<file path="config.mk">
export PLATFORM = sky130hd
export DESIGN_NAME = acmp_ctrl
export DESIGN_NICKNAME = d
export VERILOG_FILES = /design/src/inc/acmp_pkg.sv /design/src/verilog/acmp_sync.sv /design/src/verilog/acmp_evt.sv /design/src/verilog/acmp_ctrl.sv
export SDC_FILE = /design/constraint.sdc
export NUM_CORES = 1
export LEC_CHECK = 0
export BUFFER_PORTS_ARGS = -buffer_cell sky130_fd_sc_hd__buf_4
export CAP_MARGIN = 20
export CORE_ASPECT_RATIO = 1.5
export CORE_MARGIN = 4
export CORE_UTILIZATION = 37
export CTS_BUF_LIST = sky130_fd_sc_hd__clkbuf_8
export DETAILED_ROUTE_END_ITERATION = 16
export GPL_ROUTABILITY_DRIVEN = 0
export GPL_TIMING_DRIVEN = 0
export PLACE_DENSITY = 0.85
export RECOVER_POWER = 25
export SLEW_MARGIN = 20
export SYNTH_ARGS = -nofsm -noshare
export SYNTH_HDL_FRONTEND = slang
export SYNTH_SLANG_ARGS = --single-unit
</file>
<file path="constraint.sdc">
create_clock -name i_ref_clk -period 2.1 [get_ports i_ref_clk]
set_input_delay 0.21 -clock i_ref_clk [delete_from_list [all_inputs] [get_ports i_ref_clk]]
set_output_delay 0.21 -clock i_ref_clk [all_outputs]
set_load 0.02 [all_outputs]
</file>
<file path="src/inc/acmp_pkg.sv">
// acmp_pkg: register map, field layout, modes and shared types for the
// comparator control block.
// assumes: a 32-bit Avalon-MM slave port with byte addresses.
package acmp_pkg;

    // ------------------------------------------------------------------
    // widths
    // ------------------------------------------------------------------
    localparam int ACMP_VW     = 10;  // width of a modelled analog level
    localparam int ACMP_ADDR_W = 4;
    localparam int ACMP_DATA_W = 32;
    localparam int ACMP_NCHAN  = 8;
    localparam int ACMP_SEL_W  = 3;

    // ------------------------------------------------------------------
    // register offsets (byte addresses)
    // ------------------------------------------------------------------
    localparam logic [ACMP_ADDR_W-1:0] ACMP_OFS_CONV_B = 4'h0;
    localparam logic [ACMP_ADDR_W-1:0] ACMP_OFS_CSR    = 4'h4;
    localparam logic [ACMP_ADDR_W-1:0] ACMP_OFS_DID    = 4'h8;

    // ------------------------------------------------------------------
    // field positions
    // ------------------------------------------------------------------
    localparam int ACMP_NEG_MUX_EN_BIT = 6;  // converter_ctrl_status_b
    localparam int ACMP_FLAG_BIT       = 4;  // comparator_ctrl_status
    localparam int ACMP_NEG_DID_BIT    = 1;  // digital_input_disable_1
    localparam int ACMP_POS_DID_BIT    = 0;
    localparam int ACMP_LANE0_BE       = 0;

    // ------------------------------------------------------------------
    // reset values
    // ------------------------------------------------------------------
    localparam logic [7:0] ACMP_CONV_B_RST = 8'h00;
    localparam logic [7:0] ACMP_CSR_RST    = 8'h00;
    localparam logic [7:0] ACMP_DID_RST    = 8'h00;
    localparam logic [ACMP_DATA_W-1:0] ACMP_RDATA_RST = 32'h0000_0000;

    // stand-in level for the internal reference, value is arbitrary
    localparam logic [ACMP_VW-1:0] ACMP_BANDGAP_CODE = 10'h1C2;
    // negative level when the borrowed mux is powered down: never beaten
    localparam logic [ACMP_VW-1:0] ACMP_NEG_UNAVAIL  = 10'h3FF;

    // ------------------------------------------------------------------
    // types
    // ------------------------------------------------------------------
    typedef enum logic [1:0] {
        ACMP_MODE_ANY  = 2'b00,
        ACMP_MODE_RSVD = 2'b01,
        ACMP_MODE_FALL = 2'b10,
        ACMP_MODE_RISE = 2'b11
    } acmp_mode_t;

    // laid out in bit order 7 downto 0
    typedef struct packed {
        logic       comparator_disable;
        logic       bandgap_select;
        logic       comparator_output_bit;
        logic       comparator_event_flag;
        logic       comparator_irq_enable;
        logic       capture_route_enable;
        acmp_mode_t event_mode;
    } acmp_csr_t;

    typedef struct packed {
        logic                   read;
        logic                   write;
        logic [ACMP_ADDR_W-1:0] address;
        logic [ACMP_DATA_W-1:0] writedata;
        logic [3:0]             byteenable;
    } acmp_avm_req_t;

    // ------------------------------------------------------------------
    // edge decision shared by event and capture detection
    // ------------------------------------------------------------------
    function automatic logic acmp_edge_hit(input acmp_mode_t mode,
                                           input logic       prev,
                                           input logic       cur);
        logic hit;
        hit = 1'b0;
        case (mode)
            ACMP_MODE_ANY:  hit = prev ^ cur;
            ACMP_MODE_FALL: hit = prev & ~cur;
            ACMP_MODE_RISE: hit = ~prev & cur;
            default:        hit = 1'b0;  // reserved code flags nothing
        endcase
        return hit;
    endfunction

endpackage

</file>
<file path="src/verilog/acmp_sync.sv">
// acmp_sync: two-stage synchroniser for asynchronous single-bit levels.
// assumes: each bit is an independent level; no word coherency.
`timescale 1ns/1ps
module acmp_sync #(
    parameter int W = 1
) (
    input  wire logic         i_ref_clk,
    input  wire logic         i_rst_n,
    input  wire logic [W-1:0] i_async,
    output wire logic [W-1:0] o_sync
);

    logic [W-1:0] meta_q;
    logic [W-1:0] meta_d;
    logic [W-1:0] sync_q;
    logic [W-1:0] sync_d;

    // meta_q is read only by sync_q
    always_comb begin
        meta_d = i_async;
        sync_d = meta_q;
    end

    always_ff @(posedge i_ref_clk or negedge i_rst_n) begin
        if (!i_rst_n) begin
            meta_q <= '0;
            sync_q <= '0;
        end else begin
            meta_q <= meta_d;
            sync_q <= sync_d;
        end
    end

    assign o_sync = sync_q;

endmodule // acmp_sync

</file>
<file path="src/verilog/acmp_evt.sv">
// acmp_evt: transition detector on a synchronised level, selectable edge.
// assumes: i_level is already in the i_ref_clk domain.
`timescale 1ns/1ps
module acmp_evt (
    input  wire logic                i_ref_clk,
    input  wire logic                i_rst_n,
    input  wire logic                i_level,
    input  wire logic                i_enable,
    input  wire acmp_pkg::acmp_mode_t i_mode,
    output wire logic                o_hit
);

    logic prev_q;
    logic prev_d;

    // previous level keeps tracking while disabled, so enabling only
    // reports transitions that happen afterwards
    always_comb begin
        prev_d = i_level;
    end

    always_ff @(posedge i_ref_clk or negedge i_rst_n) begin
        if (!i_rst_n) begin
            prev_q <= 1'b0;
        end else begin
            prev_q <= prev_d;
        end
    end

    assign o_hit = i_enable & acmp_pkg::acmp_edge_hit(i_mode, prev_q, i_level);

endmodule // acmp_evt

</file>
<file path="src/verilog/acmp_ctrl.sv">
// acmp_ctrl: control logic around an analog comparator: input selection,
// output synchroniser, event flag and interrupt, capture routing and
// digital input buffer disables, with an Avalon-MM register slave.
// assumes: analog levels are modelled as unsigned codes; converter enable,
// channel select, power reduction and timer mask come from logic on
// i_ref_clk; pin digital levels are asynchronous.
//
// Behaviour
// - output high when positive exceeds negative
// - mux on, converter off: channel picks negative
// - otherwise dedicated negative pin is used
// - bandgap select replaces positive input pin
// - result synchronised, one to two cycles
// - flag set on selected edge, irq-independent
// - mode: toggle, reserved, falling, rising
// - irq while flag, enable, global enable
// - flag cleared by vector or writing one
// - disable bit stops all comparison activity; here capture edge detect and mux borrow stay live
// - capture route feeds timer capture front end
// - capture interrupt needs timer capture mask
// - input disable kills buffer, port reads zero
// - power reduction blocks borrowed negative mux
// - converter enabled owns its channel mux
//
// Local design decisions: the Avalon-MM interface to the registers and the address map.
`timescale 1ns/1ps
module acmp_ctrl (
    input  wire logic                      i_ref_clk,
    input  wire logic                      i_rst_n,
    // register bus
    input  wire acmp_pkg::acmp_avm_req_t   i_avm,
    output wire logic [31:0]               o_avm_readdata,
    output wire logic                      o_avm_waitrequest,
    // modelled analog levels
    input  wire logic [9:0]                i_positive_input_pin,
    input  wire logic [9:0]                i_negative_input_pin,
    input  wire logic [7:0][9:0]           i_analog_channels,
    // converter and system context
    input  wire logic                      i_converter_enable,
    input  wire logic [2:0]                i_channel_select_bits,
    input  wire logic                      i_converter_power_reduction,
    input  wire logic                      i_global_irq_enable,
    input  wire logic                      i_irq_vector_ack,
    input  wire logic                      i_timer_capture_irq_mask,
    input  wire logic                      i_capture_edge_rising,
    // pin digital levels
    input  wire logic                      i_pos_pin_digital,
    input  wire logic                      i_neg_pin_digital,
    // results
    output wire logic                      o_comparator_irq,
    output wire logic                      o_capture_trigger,
    output wire logic                      o_capture_irq,
    output wire logic                      o_negative_mux_active,
    output wire logic                      o_comparator_powered,
    output wire logic                      o_pos_pin_port_bit,
    output wire logic                      o_neg_pin_port_bit,
    output wire logic                      o_pos_pin_buffer_en,
    output wire logic                      o_neg_pin_buffer_en
);

    // ------------------------------------------------------------------
    // declarations
    // ------------------------------------------------------------------
    acmp_pkg::acmp_csr_t        csr_q;
    acmp_pkg::acmp_csr_t        csr_d;
    acmp_pkg::acmp_csr_t        csr_rd;
    logic                       neg_mux_en_q;
    logic                       neg_mux_en_d;
    logic [1:0]                 did_q;
    logic [1:0]                 did_d;
    logic                       wait_q;
    logic                       wait_d;
    logic [31:0]                rdata_q;
    logic [31:0]                rdata_d;
    logic                       irq_q;
    logic                       irq_d;
    logic                       cap_trig_q;
    logic                       cap_trig_d;
    logic                       cap_irq_q;
    logic                       cap_irq_d;
    logic                       mux_act_q;
    logic                       mux_act_d;
    logic                       powered_q;
    logic                       powered_d;
    logic [1:0]                 port_q;
    logic [1:0]                 port_d;
    logic [1:0]                 buf_en_q;
    logic [1:0]                 buf_en_d;

    logic                       req;
    logic                       wr_acc;
    logic                       wr_conv_b;
    logic                       wr_csr;
    logic                       wr_did;
    logic                       mux_borrow;
    logic [9:0]                 pos_level;
    logic [9:0]                 neg_level;
    logic                       raw_result;
    logic                       aco_sync;
    logic                       pos_dig_sync;
    logic                       neg_dig_sync;
    logic                       evt_hit;
    logic                       cap_hit;
    acmp_pkg::acmp_mode_t       cap_mode;

    // ------------------------------------------------------------------
    // comparator input selection
    // ------------------------------------------------------------------
    // the converter only lends its mux while it is switched off
    assign mux_borrow = neg_mux_en_q & ~i_converter_enable;

    always_comb begin
        pos_level = csr_q.bandgap_select ? acmp_pkg::ACMP_BANDGAP_CODE
                                         : i_positive_input_pin;
        if (!mux_borrow) begin
            neg_level = i_negative_input_pin;
        end else if (i_converter_power_reduction) begin
            // powered-down mux gives no level the input can beat
            neg_level = acmp_pkg::ACMP_NEG_UNAVAIL;
        end else begin
            neg_level = i_analog_channels[i_channel_select_bits];
        end
        // stands for the analog compare; forced low while switched off
        raw_result = ~csr_q.comparator_disable
                     & (pos_level > neg_level);
    end

    // ------------------------------------------------------------------
    // synchronisers
    // ------------------------------------------------------------------
    acmp_sync #(
        .W (3)
    ) u_sync (
        .i_ref_clk (i_ref_clk),
        .i_rst_n   (i_rst_n),
        .i_async   ({raw_result, i_pos_pin_digital, i_neg_pin_digital}),
        .o_sync    ({aco_sync, pos_dig_sync, neg_dig_sync})
    );

    // ------------------------------------------------------------------
    // event and capture edge detection
    // ------------------------------------------------------------------
    acmp_evt u_evt (
        .i_ref_clk (i_ref_clk),
        .i_rst_n   (i_rst_n),
        .i_level   (aco_sync),
        .i_enable  (~csr_q.comparator_disable),
        .i_mode    (csr_q.event_mode),
        .o_hit     (evt_hit)
    );

    // the timer's edge select picks rising or falling only
    assign cap_mode = i_capture_edge_rising ? acmp_pkg::ACMP_MODE_RISE
                                            : acmp_pkg::ACMP_MODE_FALL;

    acmp_evt u_cap (
        .i_ref_clk (i_ref_clk),
        .i_rst_n   (i_rst_n),
        .i_level   (aco_sync),
        .i_enable  (csr_q.capture_route_enable),
        .i_mode    (cap_mode),
        .o_hit     (cap_hit)
    );

    // ------------------------------------------------------------------
    // bus handshake
    // ------------------------------------------------------------------
    // one wait cycle per access: the request is seen with waitrequest
    // high, then answered with waitrequest low for one cycle
    assign req       = i_avm.read | i_avm.write;
    assign wr_acc    = i_avm.write & ~wait_q
                       & i_avm.byteenable[acmp_pkg::ACMP_LANE0_BE];
    assign wr_conv_b = wr_acc & (i_avm.address == acmp_pkg::ACMP_OFS_CONV_B);
    assign wr_csr    = wr_acc & (i_avm.address == acmp_pkg::ACMP_OFS_CSR);
    assign wr_did    = wr_acc & (i_avm.address == acmp_pkg::ACMP_OFS_DID);

    always_comb begin
        csr_rd                       = csr_q;
        csr_rd.comparator_output_bit = aco_sync;
        wait_d  = ~(req & wait_q);
        rdata_d = rdata_q;
        if (i_avm.read & wait_q) begin
            rdata_d = acmp_pkg::ACMP_RDATA_RST;  // unmapped reads zero
            case (i_avm.address)
                acmp_pkg::ACMP_OFS_CONV_B:
                    rdata_d[acmp_pkg::ACMP_NEG_MUX_EN_BIT] = neg_mux_en_q;
                acmp_pkg::ACMP_OFS_CSR:
                    rdata_d[7:0] = csr_rd;
                acmp_pkg::ACMP_OFS_DID:
                    rdata_d[1:0] = did_q;
                default:
                    rdata_d = acmp_pkg::ACMP_RDATA_RST;
            endcase
        end
    end

    // ------------------------------------------------------------------
    // control registers
    // ------------------------------------------------------------------
    always_comb begin
        csr_d        = csr_q;
        neg_mux_en_d = neg_mux_en_q;
        did_d        = did_q;
        if (wr_conv_b) begin
            neg_mux_en_d = i_avm.writedata[acmp_pkg::ACMP_NEG_MUX_EN_BIT];
        end
        if (wr_did) begin
            did_d = i_avm.writedata[1:0];
        end
        if (wr_csr) begin
            // mode and disable changes are not masked against spurious
            // events; software drops the irq enable around them
            csr_d.comparator_disable    = i_avm.writedata[7];
            csr_d.bandgap_select        = i_avm.writedata[6];
            csr_d.comparator_irq_enable = i_avm.writedata[3];
            csr_d.capture_route_enable  = i_avm.writedata[2];
            csr_d.event_mode = acmp_pkg::acmp_mode_t'(
                i_avm.writedata[1:0]);
        end
        csr_d.comparator_output_bit = 1'b0;  // read-only, not stored
        // a zero written to the flag leaves it alone
        if ((wr_csr & i_avm.writedata[acmp_pkg::ACMP_FLAG_BIT])
            | i_irq_vector_ack) begin
            csr_d.comparator_event_flag = 1'b0;
        end
        // a new event wins over a clear in the same cycle
        if (evt_hit) begin
            csr_d.comparator_event_flag = 1'b1;
        end
    end

    // ------------------------------------------------------------------
    // outputs
    // ------------------------------------------------------------------
    always_comb begin
        irq_d      = csr_q.comparator_event_flag
                     & csr_q.comparator_irq_enable
                     & i_global_irq_enable;
        cap_trig_d = csr_q.capture_route_enable & aco_sync;
        cap_irq_d  = cap_hit & i_timer_capture_irq_mask;
        mux_act_d  = mux_borrow & ~i_converter_power_reduction;
        powered_d  = ~csr_q.comparator_disable;
        buf_en_d   = ~did_q;
        port_d     = {neg_dig_sync, pos_dig_sync} & ~did_q;
    end

    always_ff @(posedge i_ref_clk or negedge i_rst_n) begin
        if (!i_rst_n) begin
            csr_q        <= acmp_pkg::acmp_csr_t'(acmp_pkg::ACMP_CSR_RST);
            neg_mux_en_q <= acmp_pkg::ACMP_CONV_B_RST[6];
            did_q        <= acmp_pkg::ACMP_DID_RST[1:0];
            wait_q       <= 1'b1;
            rdata_q      <= acmp_pkg::ACMP_RDATA_RST;
            irq_q        <= 1'b0;
            cap_trig_q   <= 1'b0;
            cap_irq_q    <= 1'b0;
            mux_act_q    <= 1'b0;
            powered_q    <= 1'b0;
            port_q       <= 2'b00;
            buf_en_q     <= 2'b00;
        end else begin
            csr_q        <= csr_d;
            neg_mux_en_q <= neg_mux_en_d;
            did_q        <= did_d;
            wait_q       <= wait_d;
            rdata_q      <= rdata_d;
            irq_q        <= irq_d;
            cap_trig_q   <= cap_trig_d;
            cap_irq_q    <= cap_irq_d;
            mux_act_q    <= mux_act_d;
            powered_q    <= powered_d;
            port_q       <= port_d;
            buf_en_q     <= buf_en_d;
        end
    end

    assign o_avm_readdata        = rdata_q;
    assign o_avm_waitrequest     = wait_q;
    assign o_comparator_irq      = irq_q;
    assign o_capture_trigger     = cap_trig_q;
    assign o_capture_irq         = cap_irq_q;
    assign o_negative_mux_active = mux_act_q;
    assign o_comparator_powered  = powered_q;
    assign o_pos_pin_port_bit    = port_q[acmp_pkg::ACMP_POS_DID_BIT];
    assign o_neg_pin_port_bit    = port_q[acmp_pkg::ACMP_NEG_DID_BIT];
    assign o_pos_pin_buffer_en   = buf_en_q[acmp_pkg::ACMP_POS_DID_BIT];
    assign o_neg_pin_buffer_en   = buf_en_q[acmp_pkg::ACMP_NEG_DID_BIT];

endmodule // acmp_ctrl

</file>
## Word-level counts from Yosys, hierarchy flattened

Index checks and enable logic that the tools add are counted.

- Output and inout bits: 42
- Input bits: 155
- Word-level logic and storage cells: 77
- Bits in registers: 35

- Magnitude comparators: 2
- Bitwise operators: 31
- Equality and inequality tests: 6
- Mux-type cells: 14
- Reductions and logical operators: 4

Operator list:

| cell | number |
|---|---|
| $mux W10 | 4 |
| $bmux W10 S3 | 1 |
| $and A1 B1 Y1 | 19 |
| $gt A10 B10 Y1 | 1 |
| $eq A2 B2 Y1 const B | 4 |
| $not A1 Y1 | 7 |
| $pmux W1 S3 | 2 |
| $eq A4 B3 Y1 const B | 1 |
| $eq A4 B4 Y1 const B | 1 |
| $logic_not A2 Y1 | 2 |
| $logic_not A4 Y1 | 1 |
| $lt A3 B4 Y1 const B | 1 |
| $mux W1 | 4 |
| $mux W4 | 1 |
| $pmux W2 S2 | 1 |
| $and A2 B2 Y2 | 1 |
| $not A2 Y2 | 1 |
| $or A1 B1 Y1 | 2 |
| $pmux W1 S2 | 1 |
| $reduce_bool A2 Y1 | 1 |
| $xor A1 B1 Y1 | 1 |

## Logic depth before layout (Yosys ltp)

Gate-level depths: netlist of run 1.

- Depth after elaboration: 8
- Depth in mapped cells: 10

## Modules after synthesis

A second synthesis of run 1 with hierarchy kept.

- Cells, all modules: 257
- Area, all modules: 2,566.2 um^2

By module, submodules not included:

| module | cells each | area an instance (um^2) | times used |
|---|---|---|---|
| acmp_ctrl | 231 | 2,223.4 | 1 |
| acmp_evt | 10 | 96.3 | 2 |
| acmp_sync | 6 | 150.1 | 1 |

## Worst setup path after synthesis of run 1

No wires, ideal clock.

- Path type: in2reg
- Start: in i_channel_select_bits[0]
- End: reg u_sync.meta_q[2]
- Arrival time: 2.261 ns
- Path slack: -0.293 ns
- Required time: 1.968 ns
- Buffers on the path: 2
- Stages: 10
- Cell sequence: clkbuf_1 -> buf_2 -> mux2i_1 -> o22ai_1 -> o32ai_1 -> ha_1 -> and3_1 -> a221o_1 -> a221oi_1 -> a311oi_1

- Word-level cells in the longest chain between the ends: 6

Ends and longest elaborated chain:

| item | RTL line | RTL |
|---|---|---|
| start, declared | acmp_ctrl.sv:40 | `input wire logic [2:0] i_channel_select_bits,` |
| $bmux W10 S3 | acmp_ctrl.sv:121 | `neg_level = i_analog_channels[i_channel_select_bits];` |
| $mux W10 (implied by the code) | acmp_ctrl.sv:121 |  |
| $mux W10 | acmp_ctrl.sv:117 | `end else if (i_converter_power_reduction) begin` |
| $mux W10 | acmp_ctrl.sv:115 | `if (!mux_borrow) begin` |
| $gt A10 B10 Y1 | acmp_ctrl.sv:125 | `& (pos_level > neg_level);` |
| $and A1 B1 Y1 | acmp_ctrl.sv:125 |  |
| named net raw_result | acmp_ctrl.sv:98 | `logic raw_result;` |
| end signal, assigned | acmp_sync.sv:29 | `meta_q <= meta_d;` |
| end, declared | acmp_sync.sv:13 | `logic [W-1:0] meta_q;` |

The timed path passes the listed nets, and every way through them passes these cells. The select of a mux whose other input is x is not followed.
A chain may end at the register's enable or synchronous reset.

## Worst setup path after layout of run 1

- Start: in i_channel_select_bits[1]
- End: reg u_sync.meta_q[2]

The elaborated chain is that of the path after synthesis.

==> flow_summary.html, run 1 <==
<table>
<tr><th>Metric</th><th>Value</th></tr>
<tr><th colspan="2">Floorplanning</th></tr>
<tr><td>Initial core utilization</td><td>0.3796</td></tr>
<tr><td>Die outline height</td><td>107.9 µm</td></tr>
<tr><td>I/O pin cnt</td><td>197</td></tr>
<tr><td>Number of placement rows</td><td>36</td></tr>
<tr><td>Width of the die</td><td>74.61 µm</td></tr>
<tr><td>Area of the placeable core</td><td>between 6000 and 7000 µm²</td></tr>
<tr><td>Die ar.</td><td>a little over 8000 µm²</td></tr>
<tr><th colspan="2">Timing</th></tr>
<tr><td>Setup ws final</td><td>-145.9 ps</td></tr>
<tr><td>Final critical delay including setup and external delays</td><td>around 2200 ps</td></tr>
<tr><td>Unrepaired setup endpoints after global routing</td><td>yes</td></tr>
<tr><td>Slew Limit Headroom</td><td>0.4457</td></tr>
<tr><td>Maximum frequency from static timing analysis</td><td>~450 MHz</td></tr>
<tr><td>Number of max-slew violations in the final report</td><td>0</td></tr>
<tr><td>Worst Tran Pin Value</td><td>831.5 ps</td></tr>
<tr><td>Final setup fails</td><td>1</td></tr>
<tr><td>Skew final</td><td>7.505 ps</td></tr>
<tr><td>Final period utilization</td><td>1.069</td></tr>
<tr><td>Number of endpoints with negative hold slack in the final report</td><td>0</td></tr>
<tr><th colspan="2">Layout</th></tr>
<tr><td>Multi-input logic area</td><td>1550 µm²</td></tr>
<tr><td>Area used by sequential logic in the layout</td><td>877.1 µm²</td></tr>
<tr><td>Final standard cell utilization of the core</td><td>0.6262</td></tr>
<tr><td>Number of nets in the layout</td><td>587</td></tr>
<tr><td>Synth-to-layout area growth</td><td>64.94%</td></tr>
<tr><td>Number of inserted filler cells in the final layout</td><td>539</td></tr>
<tr><td>Fraction of final layout cells sized beyond drive strength 1</td><td>0.5143</td></tr>
<tr><td>Antenna diode instance count</td><td>0</td></tr>
<tr><th colspan="2">Place</th></tr>
<tr><td>Placement-stage worst setup slack</td><td>-439.0 ps</td></tr>
<tr><td>Count of input and output buffers</td><td>143</td></tr>
<tr><td>Post-DP HPWL</td><td>about 6900 µm</td></tr>
<tr><th colspan="2">Logic synthesis</th></tr>
<tr><td>Post-Synthesis Mean Instance Area</td><td>10.09 µm²</td></tr>
<tr><td>Ys async rst share</td><td>1.000</td></tr>
<tr><td>Cell Area, Synth</td><td>2462 µm²</td></tr>
<tr><td>Main flop type after synthesis</td><td>sky130_fd_sc_hd__dfrtp_1</td></tr>
<tr><td>Proportion of netlist area held by the largest area contributor</td><td>0.3455</td></tr>
<tr><td>Dominant cells by area after synthesis</td><td>sky130_fd_sc_hd__dfrtp_1 35%, sky130_fd_sc_hd__mux2i_1 17%, sky130_fd_sc_hd__buf_4 7.3%</td></tr>
<tr><td>Most common cell in the netlist</td><td>sky130_fd_sc_hd__mux2i_1</td></tr>
<tr><td>Register bit count reported by yosys</td><td>35</td></tr>
<tr><td>Number of unique standard cell types used by synthesis</td><td>38</td></tr>
<tr><td>Commonest cells post-synth</td><td>42 x sky130_fd_sc_hd__mux2i_1, 34 x sky130_fd_sc_hd__dfrtp_1, 24 x sky130_fd_sc_hd__buf_4, 20 x sky130_fd_sc_hd__o22ai_1, 15 x sky130_fd_sc_hd__nand2_1</td></tr>
<tr><td>Sequential area share after synthesis</td><td>0.3562</td></tr>
<tr><td>Cell taking the most area after synthesis</td><td>sky130_fd_sc_hd__dfrtp_1</td></tr>
<tr><td>Number of synthesis warnings</td><td>0</td></tr>
<tr><td>Number of synthesized flops with an enable pin</td><td>0</td></tr>
<tr><td>Synth Instances</td><td>244</td></tr>
<tr><th colspan="2">Global route</th></tr>
<tr><td>GRT met3 Usage</td><td>0.05047</td></tr>
<tr><td>Global-route total usage across every layer</td><td>0.2029</td></tr>
<tr><td>First-pass GRT wire length</td><td>12350 µm</td></tr>
<tr><td>Pin count of the biggest net entering global routing</td><td>36</td></tr>
<tr><td>Aggregate global routing overflow</td><td>0</td></tr>
<tr><td>Met1 Usage GRT</td><td>0.2048</td></tr>
<tr><td>Via count of the first global-routing pass</td><td>2578</td></tr>
<tr><td>Antenna violations before repair</td><td>0</td></tr>
<tr><td>GRT busiest layer</td><td>met2</td></tr>
<tr><td>Met2 GRT Util</td><td>0.3767</td></tr>
<tr><th colspan="2">Critical path</th></tr>
<tr><td>Setup CP Type</td><td>primary input to flip-flop</td></tr>
<tr><td>Reg2Reg Capture Point</td><td>u_sync.meta_q[2]$_DFF_PN0_</td></tr>
<tr><td>Register-to-Register Path Depth</td><td>9</td></tr>
<tr><td>Data arrival time at the worst-slack endpoint</td><td>about 2400 ps</td></tr>
<tr><td>Element type at the critical path end</td><td>flip-flop</td></tr>
<tr><td>Data required, critical path</td><td>2260 ps</td></tr>
<tr><td>Kind of start point of the critical path</td><td>primary input</td></tr>
<tr><td>Critical Path Fanout Max</td><td>10</td></tr>
<tr><td>Critical R2R Launch</td><td>neg_mux_en_q$_DFFE_PN0P_</td></tr>
<tr><td>Minimum setup slack among reg-to-reg paths</td><td>-120 ps</td></tr>
<tr><th colspan="2">Drt</th></tr>
<tr><td>Routed wire length per instance</td><td>about 17 µm</td></tr>
<tr><td>Vias per cell</td><td>5.002</td></tr>
<tr><td>Antenna violation net count after detailed routing</td><td>0</td></tr>
<tr><td>Total iterations of the first detailed-routing run</td><td>4</td></tr>
<tr><td>Residual DRC</td><td>0</td></tr>
<tr><td>Vias</td><td>2481</td></tr>
<tr><td>Post-detailed-routing wire length</td><td>8324 µm</td></tr>
<tr><td>Number of DRC violations after detailed-routing iteration 0</td><td>124</td></tr>
<tr><th colspan="2">Hold path</th></tr>
<tr><td>Min-delay worst type</td><td>primary input to flip-flop</td></tr>
<tr><td>Hold-critical path endpoint</td><td>u_sync.meta_q[0]$_DFF_PN0_</td></tr>
<tr><td>Startpoint of the lowest-slack hold path</td><td>i_neg_pin_digital</td></tr>
<tr><td>Hold-critical path depth</td><td>1</td></tr>
<tr><th colspan="2">Status</th></tr>
<tr><td>Violated checks</td><td>setup timing</td></tr>
<tr><td>Run status</td><td>finished, violations left</td></tr>
<tr><th colspan="2">Clock tree</th></tr>
<tr><td>Clock latency on the worst-skew pair</td><td>290 ps</td></tr>
<tr><td>Total CTS buffers</td><td>5</td></tr>
<tr><td>Clk sink count</td><td>35</td></tr>
<tr><td>Maximum number of buffers from clock root to sink</td><td>2</td></tr>
<tr><td>Deepest level of the CTS H-tree</td><td>2</td></tr>
<tr><td>Clock tree from TritonCTS</td><td>built</td></tr>
<tr><td>Clock-pin slew reported for the worst setup and hold paths after clock tree synthesis</td><td>60 ps</td></tr>
<tr><td>Root Buffer</td><td>sky130_fd_sc_hd__clkbuf_8</td></tr>
<tr><th colspan="2">Power</th></tr>
<tr><td>Leakage</td><td>around 2.1 nW</td></tr>
<tr><td>Power per cell area</td><td>495.1 nW/µm²</td></tr>
<tr><td>Tot Pwr</td><td>2.011 mW</td></tr>
<tr><td>Worst-case vdd ir drop</td><td>0.0002647 V</td></tr>
<tr><th colspan="2">Run</th></tr>
<tr><td>Number of max-cap violations</td><td>0</td></tr>
</table>
-- per-layer routing --
metal,wire (µm),share of wire
met1,2698,0.32
met2,4708,0.57
met3,650,0.078
met4,267,0.032
met5,0,0
-- timing repair --
action	in CTS	in global routing
hold buffers	1	0
resized for setup	14	8
cloned	1	0
endpoints found under the hold margin	34	0
setup endpoints to repair	1	1
setup buffers	2	0
pin swaps	6	3
-- registers in the layout, indices dropped and copies added, names as in the netlist --
register	cells
port_q	2
o_capture_irq	1
u_sync.meta_q	3
neg_mux_en_q	1
buf_en_q	2
o_negative_mux_active	1
o_comparator_irq	1
u_sync.o_sync	3
u_cap.prev_q	1
o_avm_readdata	8
o_avm_waitrequest	1
o_comparator_powered	1
csr_q	7
o_capture_trigger	1
did_q	2
-- critical path, stage by stage --
cell	delay [ps]
sky130_fd_sc_hd__buf_4	90
sky130_fd_sc_hd__nand2b_1	90
sky130_fd_sc_hd__clkbuf_1	350
sky130_fd_sc_hd__o22ai_1	220
sky130_fd_sc_hd__o32ai_4	310
sky130_fd_sc_hd__ha_1	280
sky130_fd_sc_hd__and3_4	190
sky130_fd_sc_hd__a221o_1	320
sky130_fd_sc_hd__a221oi_2	270
sky130_fd_sc_hd__a311oi_1	70
-- power by group --
| group | switching, mW | internal, mW | total [mW] |
|---|---|---|---|
| Combinational | 0.339 | 0.406 | 0.745 |
| Sequential | 0.0425 | 0.740 | 0.782 |
| Clock | 0.227 | 0.257 | 0.484 |
-- logic make-up (layout without fill, tap and decap cells) --
family | after synthesis | count (layout) | share of synthesized area
AO/OA/AOI/OAI | 53 | 53 | 0.1489
adder cells (fa/ha/maj) | 12 | 12 | 0.06097
buffers and inverters | 45 | 198 | 0.1072
flip-flops | 35 | 35 | 0.3562
multiplexers | 51 | 51 | 0.2119
other | 1 | 24 | 0.001523
AND/OR/NAND/NOR | 47 | 47 | 0.1133
-- layout make-up --
class | count | area share
multi-input combinational | 187 | 0.3817
tap | 76 | 0.02341
sequential | 35 | 0.2160
timing repair buffer | 147 | 0.2717
clock buffer | 6 | 0.02033
clock inverter | 1 | 0.001232
inverter | 9 | 0.008318
buffer | 35 | 0.07733
-- worst max-delay path by stage --
| stage | from | endpoint | slack (ps) | depth (start not counted) |
|---|---|---|---|---|
| after global placement | neg_mux_en_q$_DFFE_PN0P_ | u_sync.meta_q[2]$_DFF_PN0_ | -400 | 9 |
| after CTS | neg_mux_en_q$_DFFE_PN0P_ | u_sync.meta_q[2]$_DFF_PN0_ | -150 | 9 |
| after floorplan | i_channel_select_bits[0] | u_sync.meta_q[2]$_DFF_PN0_ | -50 | 10 |
| after global routing | neg_mux_en_q$_DFFE_PN0P_ | u_sync.meta_q[2]$_DFF_PN0_ | -240 | 9 |
| after detailed placement | neg_mux_en_q$_DFFE_PN0P_ | u_sync.meta_q[2]$_DFF_PN0_ | -440 | 9 |
| final | i_channel_select_bits[1] | u_sync.meta_q[2]$_DFF_PN0_ | -150 | 10 |
-- cell usage in the layout, fill, tap and decap left out, drive strengths merged --
cell type | netlist | routed
a211o | 1 | 1
a21o | 2 | 2
a21oi | 3 | 3
a221o | 1 | 1
a221oi | 1 | 1
a22oi | 2 | 2
a311oi | 1 | 1
and2 | 1 | 1
and3 | 3 | 3
and4 | 1 | 1
buf | 30 | 173
clkbuf | 6 | 14
clkinv | 0 | 1
conb | 1 | 24
dfrtp | 34 | 34
dfstp | 1 | 1
dlygate4sd3 | 0 | 1
ha | 12 | 12
inv | 9 | 9
mux2 | 9 | 9
mux2i | 42 | 42
nand2 | 15 | 15
nand2b | 4 | 4
nand3b | 1 | 1
nand4b | 1 | 1
nor2 | 3 | 3
nor2b | 8 | 8
nor3 | 2 | 2
nor4b | 1 | 1
o21ai | 8 | 8
o22ai | 20 | 20
o31ai | 4 | 4
o32a | 1 | 1
o32ai | 9 | 9
or2 | 5 | 5
or3 | 1 | 1
or4b | 1 | 1
-- metrics by stage --
step	cells	hold WS [ps]	instance area [µm²]	TNS (ps)
floorplan	267	-85.59	2639	-52.97
global placement	486	173.8	3807	-397.5
detailed placement	486	179.0	3807	-439.0
CTS	497	17.02	4028	-152.9
global route	496	40.77	4061	-237.4
finish	496	50.53	4061	-145.9
Power figures use the tool's default switching activity.
==> run 2: changes to the inputs <==
--- a/config.mk
+++ b/config.mk
@@ -5,11 +5,12 @@
 export SDC_FILE = /design/constraint.sdc
 export NUM_CORES = 1
 export LEC_CHECK = 0
+export ABC_AREA = 1
 export BUFFER_PORTS_ARGS = -buffer_cell sky130_fd_sc_hd__buf_4
 export CAP_MARGIN = 20
 export CORE_ASPECT_RATIO = 1.5
 export CORE_MARGIN = 4
-export CORE_UTILIZATION = 37
+export CORE_UTILIZATION = 38
 export CTS_BUF_LIST = sky130_fd_sc_hd__clkbuf_8
 export DETAILED_ROUTE_END_ITERATION = 16
 export GPL_ROUTABILITY_DRIVEN = 0
==> flow_summary.html, run 2 <==
<table>
<tr><th>Metric</th><th>Value</th></tr>
<tr><th colspan="2">Clock tree</th></tr>
<tr><td>Total CTS buffers</td><td>5 (unchanged)</td></tr>
<tr><td>Clock tree from TritonCTS</td><td>built (unchanged)</td></tr>
<tr><td>Post-CTS Setup Inserts</td><td>0 (was 2)</td></tr>
<tr><td>Clk sink count</td><td>35 (unchanged)</td></tr>
<tr><td>Clock-pin slew reported for the worst setup and hold paths after clock tree synthesis</td><td>60 ps (about the same)</td></tr>
<tr><td>Deepest level of the CTS H-tree</td><td>2 (unchanged)</td></tr>
<tr><td>Maximum number of buffers from clock root to sink</td><td>2 (unchanged)</td></tr>
<tr><td>Clock latency on the worst-skew pair</td><td>290 ps (about the same)</td></tr>
<tr><td>Root Buffer</td><td>sky130_fd_sc_hd__clkbuf_8 (unchanged)</td></tr>
<tr><th colspan="2">Critical path</th></tr>
<tr><td>Critical Path Max Stage Delay</td><td>340 ps (was 350 ps)</td></tr>
<tr><td>Kind of cell adding the most delay to the critical path</td><td>simple AND/OR/NAND/NOR gates (was compound AO/OA/AOI/OAI gates)</td></tr>
<tr><td>Cell chain of the critical path</td><td>inv_1 -&gt; or2_4 -&gt; nor2_4 -&gt; buf_6 -&gt; nand3_1 -&gt; o21ai_1 -&gt; ha_1 -&gt; a21o_1 -&gt; nor2_1 -&gt; nand2_1 -&gt; nor2_1 -&gt; nor2_1 (was buf_4 -&gt; nand2b_1 -&gt; clkbuf_1 -&gt; o22ai_1 -&gt; o32ai_4 -&gt; ha_1 -&gt; and3_4 -&gt; a221o_1 -&gt; a221oi_2 -&gt; a311oi_1)</td></tr>
<tr><td>Data arrival time at the worst-slack endpoint</td><td>2080 ps (was 2400 ps)</td></tr>
<tr><td>Data required, critical path</td><td>2290 ps (was 2260 ps)</td></tr>
<tr><td>Critical Path Fanout Max</td><td>10 (unchanged)</td></tr>
<tr><td>Kind of start point of the critical path</td><td>flip-flop (was primary input)</td></tr>
<tr><td>Slowest cell on the critical path</td><td>sky130_fd_sc_hd__dfrtp_1 (was sky130_fd_sc_hd__clkbuf_1)</td></tr>
<tr><td>Setup CP Type</td><td>flip-flop to flip-flop (was primary input to flip-flop)</td></tr>
<tr><td>Element type at the critical path end</td><td>flip-flop (unchanged)</td></tr>
<tr><td>Cell with the most instances on the worst path</td><td>sky130_fd_sc_hd__nor2_1</td></tr>
<tr><td>Sum of buffers and inverters on the critical path</td><td>2 (unchanged)</td></tr>
<tr><th colspan="2">Drt</th></tr>
<tr><td>Total iterations of the first detailed-routing run</td><td>5 (was 4)</td></tr>
<tr><td>Residual DRC</td><td>0 (unchanged)</td></tr>
<tr><td>Number of DRC violations after detailed-routing iteration 0</td><td>112 (was 124)</td></tr>
<tr><td>Antenna violation net count after detailed routing</td><td>0 (unchanged)</td></tr>
<tr><td>Post-detailed-routing wire length</td><td>8213 µm (was 8324 µm)</td></tr>
<tr><td>Vias per cell</td><td>4.835 (was 5.002)</td></tr>
<tr><td>Routed wire length per instance</td><td>12.89 µm (was 16.78 µm)</td></tr>
<tr><td>Vias</td><td>3080 (was 2481)</td></tr>
<tr><th colspan="2">Floorplanning</th></tr>
<tr><td>Die ar.</td><td>8387 µm² (was 8051 µm²)</td></tr>
<tr><td>Width of the die</td><td>76.12 µm (was 74.61 µm)</td></tr>
<tr><td>Die outline height</td><td>110.2 µm (was 107.9 µm)</td></tr>
<tr><td>Initial core utilization</td><td>0.3887 (was 0.3796)</td></tr>
<tr><td>Area of the placeable core</td><td>6805 µm² (was 6486 µm²)</td></tr>
<tr><td>I/O pin cnt</td><td>197 (unchanged)</td></tr>
<tr><td>Number of placement rows</td><td>37 (was 36)</td></tr>
<tr><th colspan="2">Timing</th></tr>
<tr><td>Final critical delay including setup and external delays</td><td>1892 ps (was 2246 ps)</td></tr>
<tr><td>Slew Limit Headroom</td><td>0.4328 (was 0.4457)</td></tr>
<tr><td>Skew final</td><td>4.568 ps (was 7.505 ps)</td></tr>
<tr><td>Final setup fails</td><td>0 (was 1)</td></tr>
<tr><td>Final sum of negative setup slack</td><td>0 ps (was -145.9 ps)</td></tr>
<tr><td>Final period utilization</td><td>0.9007 (was 1.069)</td></tr>
<tr><td>Number of max-slew violations in the final report</td><td>0 (unchanged)</td></tr>
<tr><td>Maximum frequency from static timing analysis</td><td>528.7 MHz (was 445.3 MHz)</td></tr>
<tr><td>Unrepaired setup endpoints after global routing</td><td>no (was yes)</td></tr>
<tr><td>Number of endpoints with negative hold slack in the final report</td><td>0 (unchanged)</td></tr>
<tr><td>Worst Tran Pin Value</td><td>850.8 ps (was 831.5 ps)</td></tr>
<tr><th colspan="2">Global route</th></tr>
<tr><td>Global-route total usage across every layer</td><td>0.1920 (was 0.2029)</td></tr>
<tr><td>Pin count of the biggest net entering global routing</td><td>36 (unchanged)</td></tr>
<tr><td>Antenna violations before repair</td><td>0 (unchanged)</td></tr>
<tr><td>Aggregate global routing overflow</td><td>0 (unchanged)</td></tr>
<tr><td>Via count of the first global-routing pass</td><td>3029 (was 2578)</td></tr>
<tr><td>First-pass GRT wire length</td><td>13210 µm (was 12350 µm)</td></tr>
<tr><th colspan="2">Logic synthesis</th></tr>
<tr><td>Post-Synthesis Mean Instance Area</td><td>6.888 µm² (was 10.09 µm²)</td></tr>
<tr><td>Cell Area, Synth</td><td>2645 µm² (was 2462 µm²)</td></tr>
<tr><td>Most common cell in the netlist</td><td>sky130_fd_sc_hd__nand2_1 (was sky130_fd_sc_hd__mux2i_1)</td></tr>
<tr><td>Dominant cells by area after synthesis</td><td>sky130_fd_sc_hd__dfrtp_1 32%, sky130_fd_sc_hd__nand2_1 17%, sky130_fd_sc_hd__nand3_1 14% (was sky130_fd_sc_hd__dfrtp_1 35%, sky130_fd_sc_hd__mux2i_1 17%, sky130_fd_sc_hd__buf_4 7.3%)</td></tr>
<tr><td>Number of unique standard cell types used by synthesis</td><td>32 (was 38)</td></tr>
<tr><td>Register bit count reported by yosys</td><td>35 (unchanged)</td></tr>
<tr><td>Ys async rst share</td><td>1.000 (unchanged)</td></tr>
<tr><td>Cell taking the most area after synthesis</td><td>sky130_fd_sc_hd__dfrtp_1 (unchanged)</td></tr>
<tr><td>Synth Instances</td><td>384 (was 244)</td></tr>
<tr><td>Proportion of netlist area held by the largest area contributor</td><td>0.3217 (was 0.3455)</td></tr>
<tr><td>Number of synthesized flops with an enable pin</td><td>0 (unchanged)</td></tr>
<tr><td>Number of synthesis warnings</td><td>0 (unchanged)</td></tr>
<tr><td>Commonest cells post-synth</td><td>119 x sky130_fd_sc_hd__nand2_1, 75 x sky130_fd_sc_hd__nand3_1, 34 x sky130_fd_sc_hd__dfrtp_1, 30 x sky130_fd_sc_hd__buf_4, 26 x sky130_fd_sc_hd__inv_1 (was 42 x sky130_fd_sc_hd__mux2i_1, 34 x sky130_fd_sc_hd__dfrtp_1, 24 x sky130_fd_sc_hd__buf_4, 20 x sky130_fd_sc_hd__o22ai_1, 15 x sky130_fd_sc_hd__nand2_1)</td></tr>
<tr><td>Main flop type after synthesis</td><td>sky130_fd_sc_hd__dfrtp_1 (unchanged)</td></tr>
<tr><td>Sequential area share after synthesis</td><td>0.3316 (was 0.3562)</td></tr>
<tr><th colspan="2">Layout</th></tr>
<tr><td>Number of inserted filler cells in the final layout</td><td>619 (was 539)</td></tr>
<tr><td>Fraction of final layout cells sized beyond drive strength 1</td><td>0.3667 (was 0.5143)</td></tr>
<tr><td>Number of standard cells in the layout, taps in and fillers out</td><td>637 (was 496)</td></tr>
<tr><td>Synth-to-layout area growth</td><td>51.70% (was 64.94%)</td></tr>
<tr><td>Number of flip-flops in the largest register</td><td>8 (unchanged)</td></tr>
<tr><td>Most common cell after layout, fill and taps aside</td><td>sky130_fd_sc_hd__buf_4 (unchanged)</td></tr>
<tr><td>Number of nets in the layout</td><td>725 (was 587)</td></tr>
<tr><td>Antenna diode instance count</td><td>0 (unchanged)</td></tr>
<tr><td>Most frequent cells in the layout</td><td>170 x sky130_fd_sc_hd__buf_4, 119 x sky130_fd_sc_hd__nand2_1, 75 x sky130_fd_sc_hd__nand3_1 (was 167 x sky130_fd_sc_hd__buf_4, 42 x sky130_fd_sc_hd__mux2i_1, 34 x sky130_fd_sc_hd__dfrtp_1)</td></tr>
<tr><th colspan="2">Power</th></tr>
<tr><td>Tot Pwr</td><td>2.066 mW (was 2.011 mW)</td></tr>
<tr><td>Power per cell area</td><td>514.9 nW/µm² (was 495.1 nW/µm²)</td></tr>
<tr><td>Leakage</td><td>2.243 nW (was 2.145 nW)</td></tr>
<tr><td>Worst-case vdd ir drop</td><td>0.0002695 V (was 0.0002647 V)</td></tr>
<tr><th colspan="2">Hold path</th></tr>
<tr><td>Min-delay worst type</td><td>primary input to flip-flop (unchanged)</td></tr>
<tr><th colspan="2">Place</th></tr>
<tr><td>Placed Cells incl. Taps</td><td>628 (was 486)</td></tr>
<tr><td>Post-DP HPWL</td><td>7138 µm (was 6894 µm)</td></tr>
<tr><td>Count of input and output buffers</td><td>143 (unchanged)</td></tr>
<tr><th colspan="2">Status</th></tr>
<tr><td>Run status</td><td>complete, no violations (was finished, violations left)</td></tr>
<tr><th colspan="2">Run</th></tr>
<tr><td>Number of max-cap violations</td><td>0 (unchanged)</td></tr>
</table>
[run 2: layer usage]
layer	vias up	wire length, µm	track usage
met5	-	0	0
met3	23	739	0.05854
met1	1359	2634	0.1898
met2	149	4581	0.3732
li1	1549	-	-
met4	0	258	0.07125
[run 2: stage by stage]
step	area (µm²)	setup WS, ps	util	hold WS [ps]
after floorplan	2731	375.9	-	-85.59
after global placement	3902	193.7	0.5735	172.8
after detailed placement	3902	181.0	0.5735	180.3
after CTS	4013	205.8	0.5896	15.78
after global routing	4013	4.801	0.5896	39.97
final	4013	208.4	0.5896	44.98
[run 2: worst paths after layout]
check | from | end | slack, ps | depth (start not counted)
worst max-delay path | neg_mux_en_q$_DFFE_PN0P_ | u_sync.meta_q[2]$_DFF_PN0_ | 210 | 12
worst min register to register | u_sync.meta_q[1]$_DFF_PN0_ | u_sync.o_sync[1]$_DFF_PN0_ | 350 | 0
max in group asynchronous | i_rst_n | o_avm_readdata[6]$_DFFE_PN0P_ | 1000 | 2
worst max register to register | neg_mux_en_q$_DFFE_PN0P_ | u_sync.meta_q[2]$_DFF_PN0_ | 210 | 12
min in group asynchronous | i_rst_n | did_q[0]$_DFFE_PN0P_ | 570 | 2
worst min-delay path | i_pos_pin_digital | u_sync.meta_q[1]$_DFF_PN0_ | 40 | 1
[run 2: cell families after synthesis]
kind of cell | count (synthesis) | share of synthesized area
AND/OR/NAND/NOR | 226 | 0.3765
buffers and inverters | 74 | 0.1575
adder cells (fa/ha/maj) | 12 | 0.05676
flip-flops | 35 | 0.3316
AO/OA/AOI/OAI | 36 | 0.07616
other | 1 | 0.001418
[run 2: where the power goes]
part / switching (mW) / internal [mW]
sequential: 0.0355 / 0.751
clock: 0.228 / 0.294
combinational: 0.390 / 0.368
total: 0.654 / 1.41
[run 2: final cells by class]
| cell class | count | area [µm²] | share of cell area |
|---|---|---|---|
| clock inverters | 1 | 3.754 | 0.0009355 |
| repair buffers | 144 | 1081 | 0.2694 |
| well taps | 78 | 97.59 | 0.02432 |
| inverters | 32 | 122.6 | 0.03056 |
| multi-input cells | 298 | 1440 | 0.3589 |
| flip-flops and latches | 35 | 877.1 | 0.2186 |
| plain buffers | 42 | 294.0 | 0.07328 |
| clock buffers | 7 | 96.34 | 0.02401 |
[run 2: repair_timing]
action / CTS / global route
hold endpoints to repair: 34 / 0
setup endpoints to repair: 0 / 1
hold buffers: 1 / 0
gates resized for setup: 0 / 1
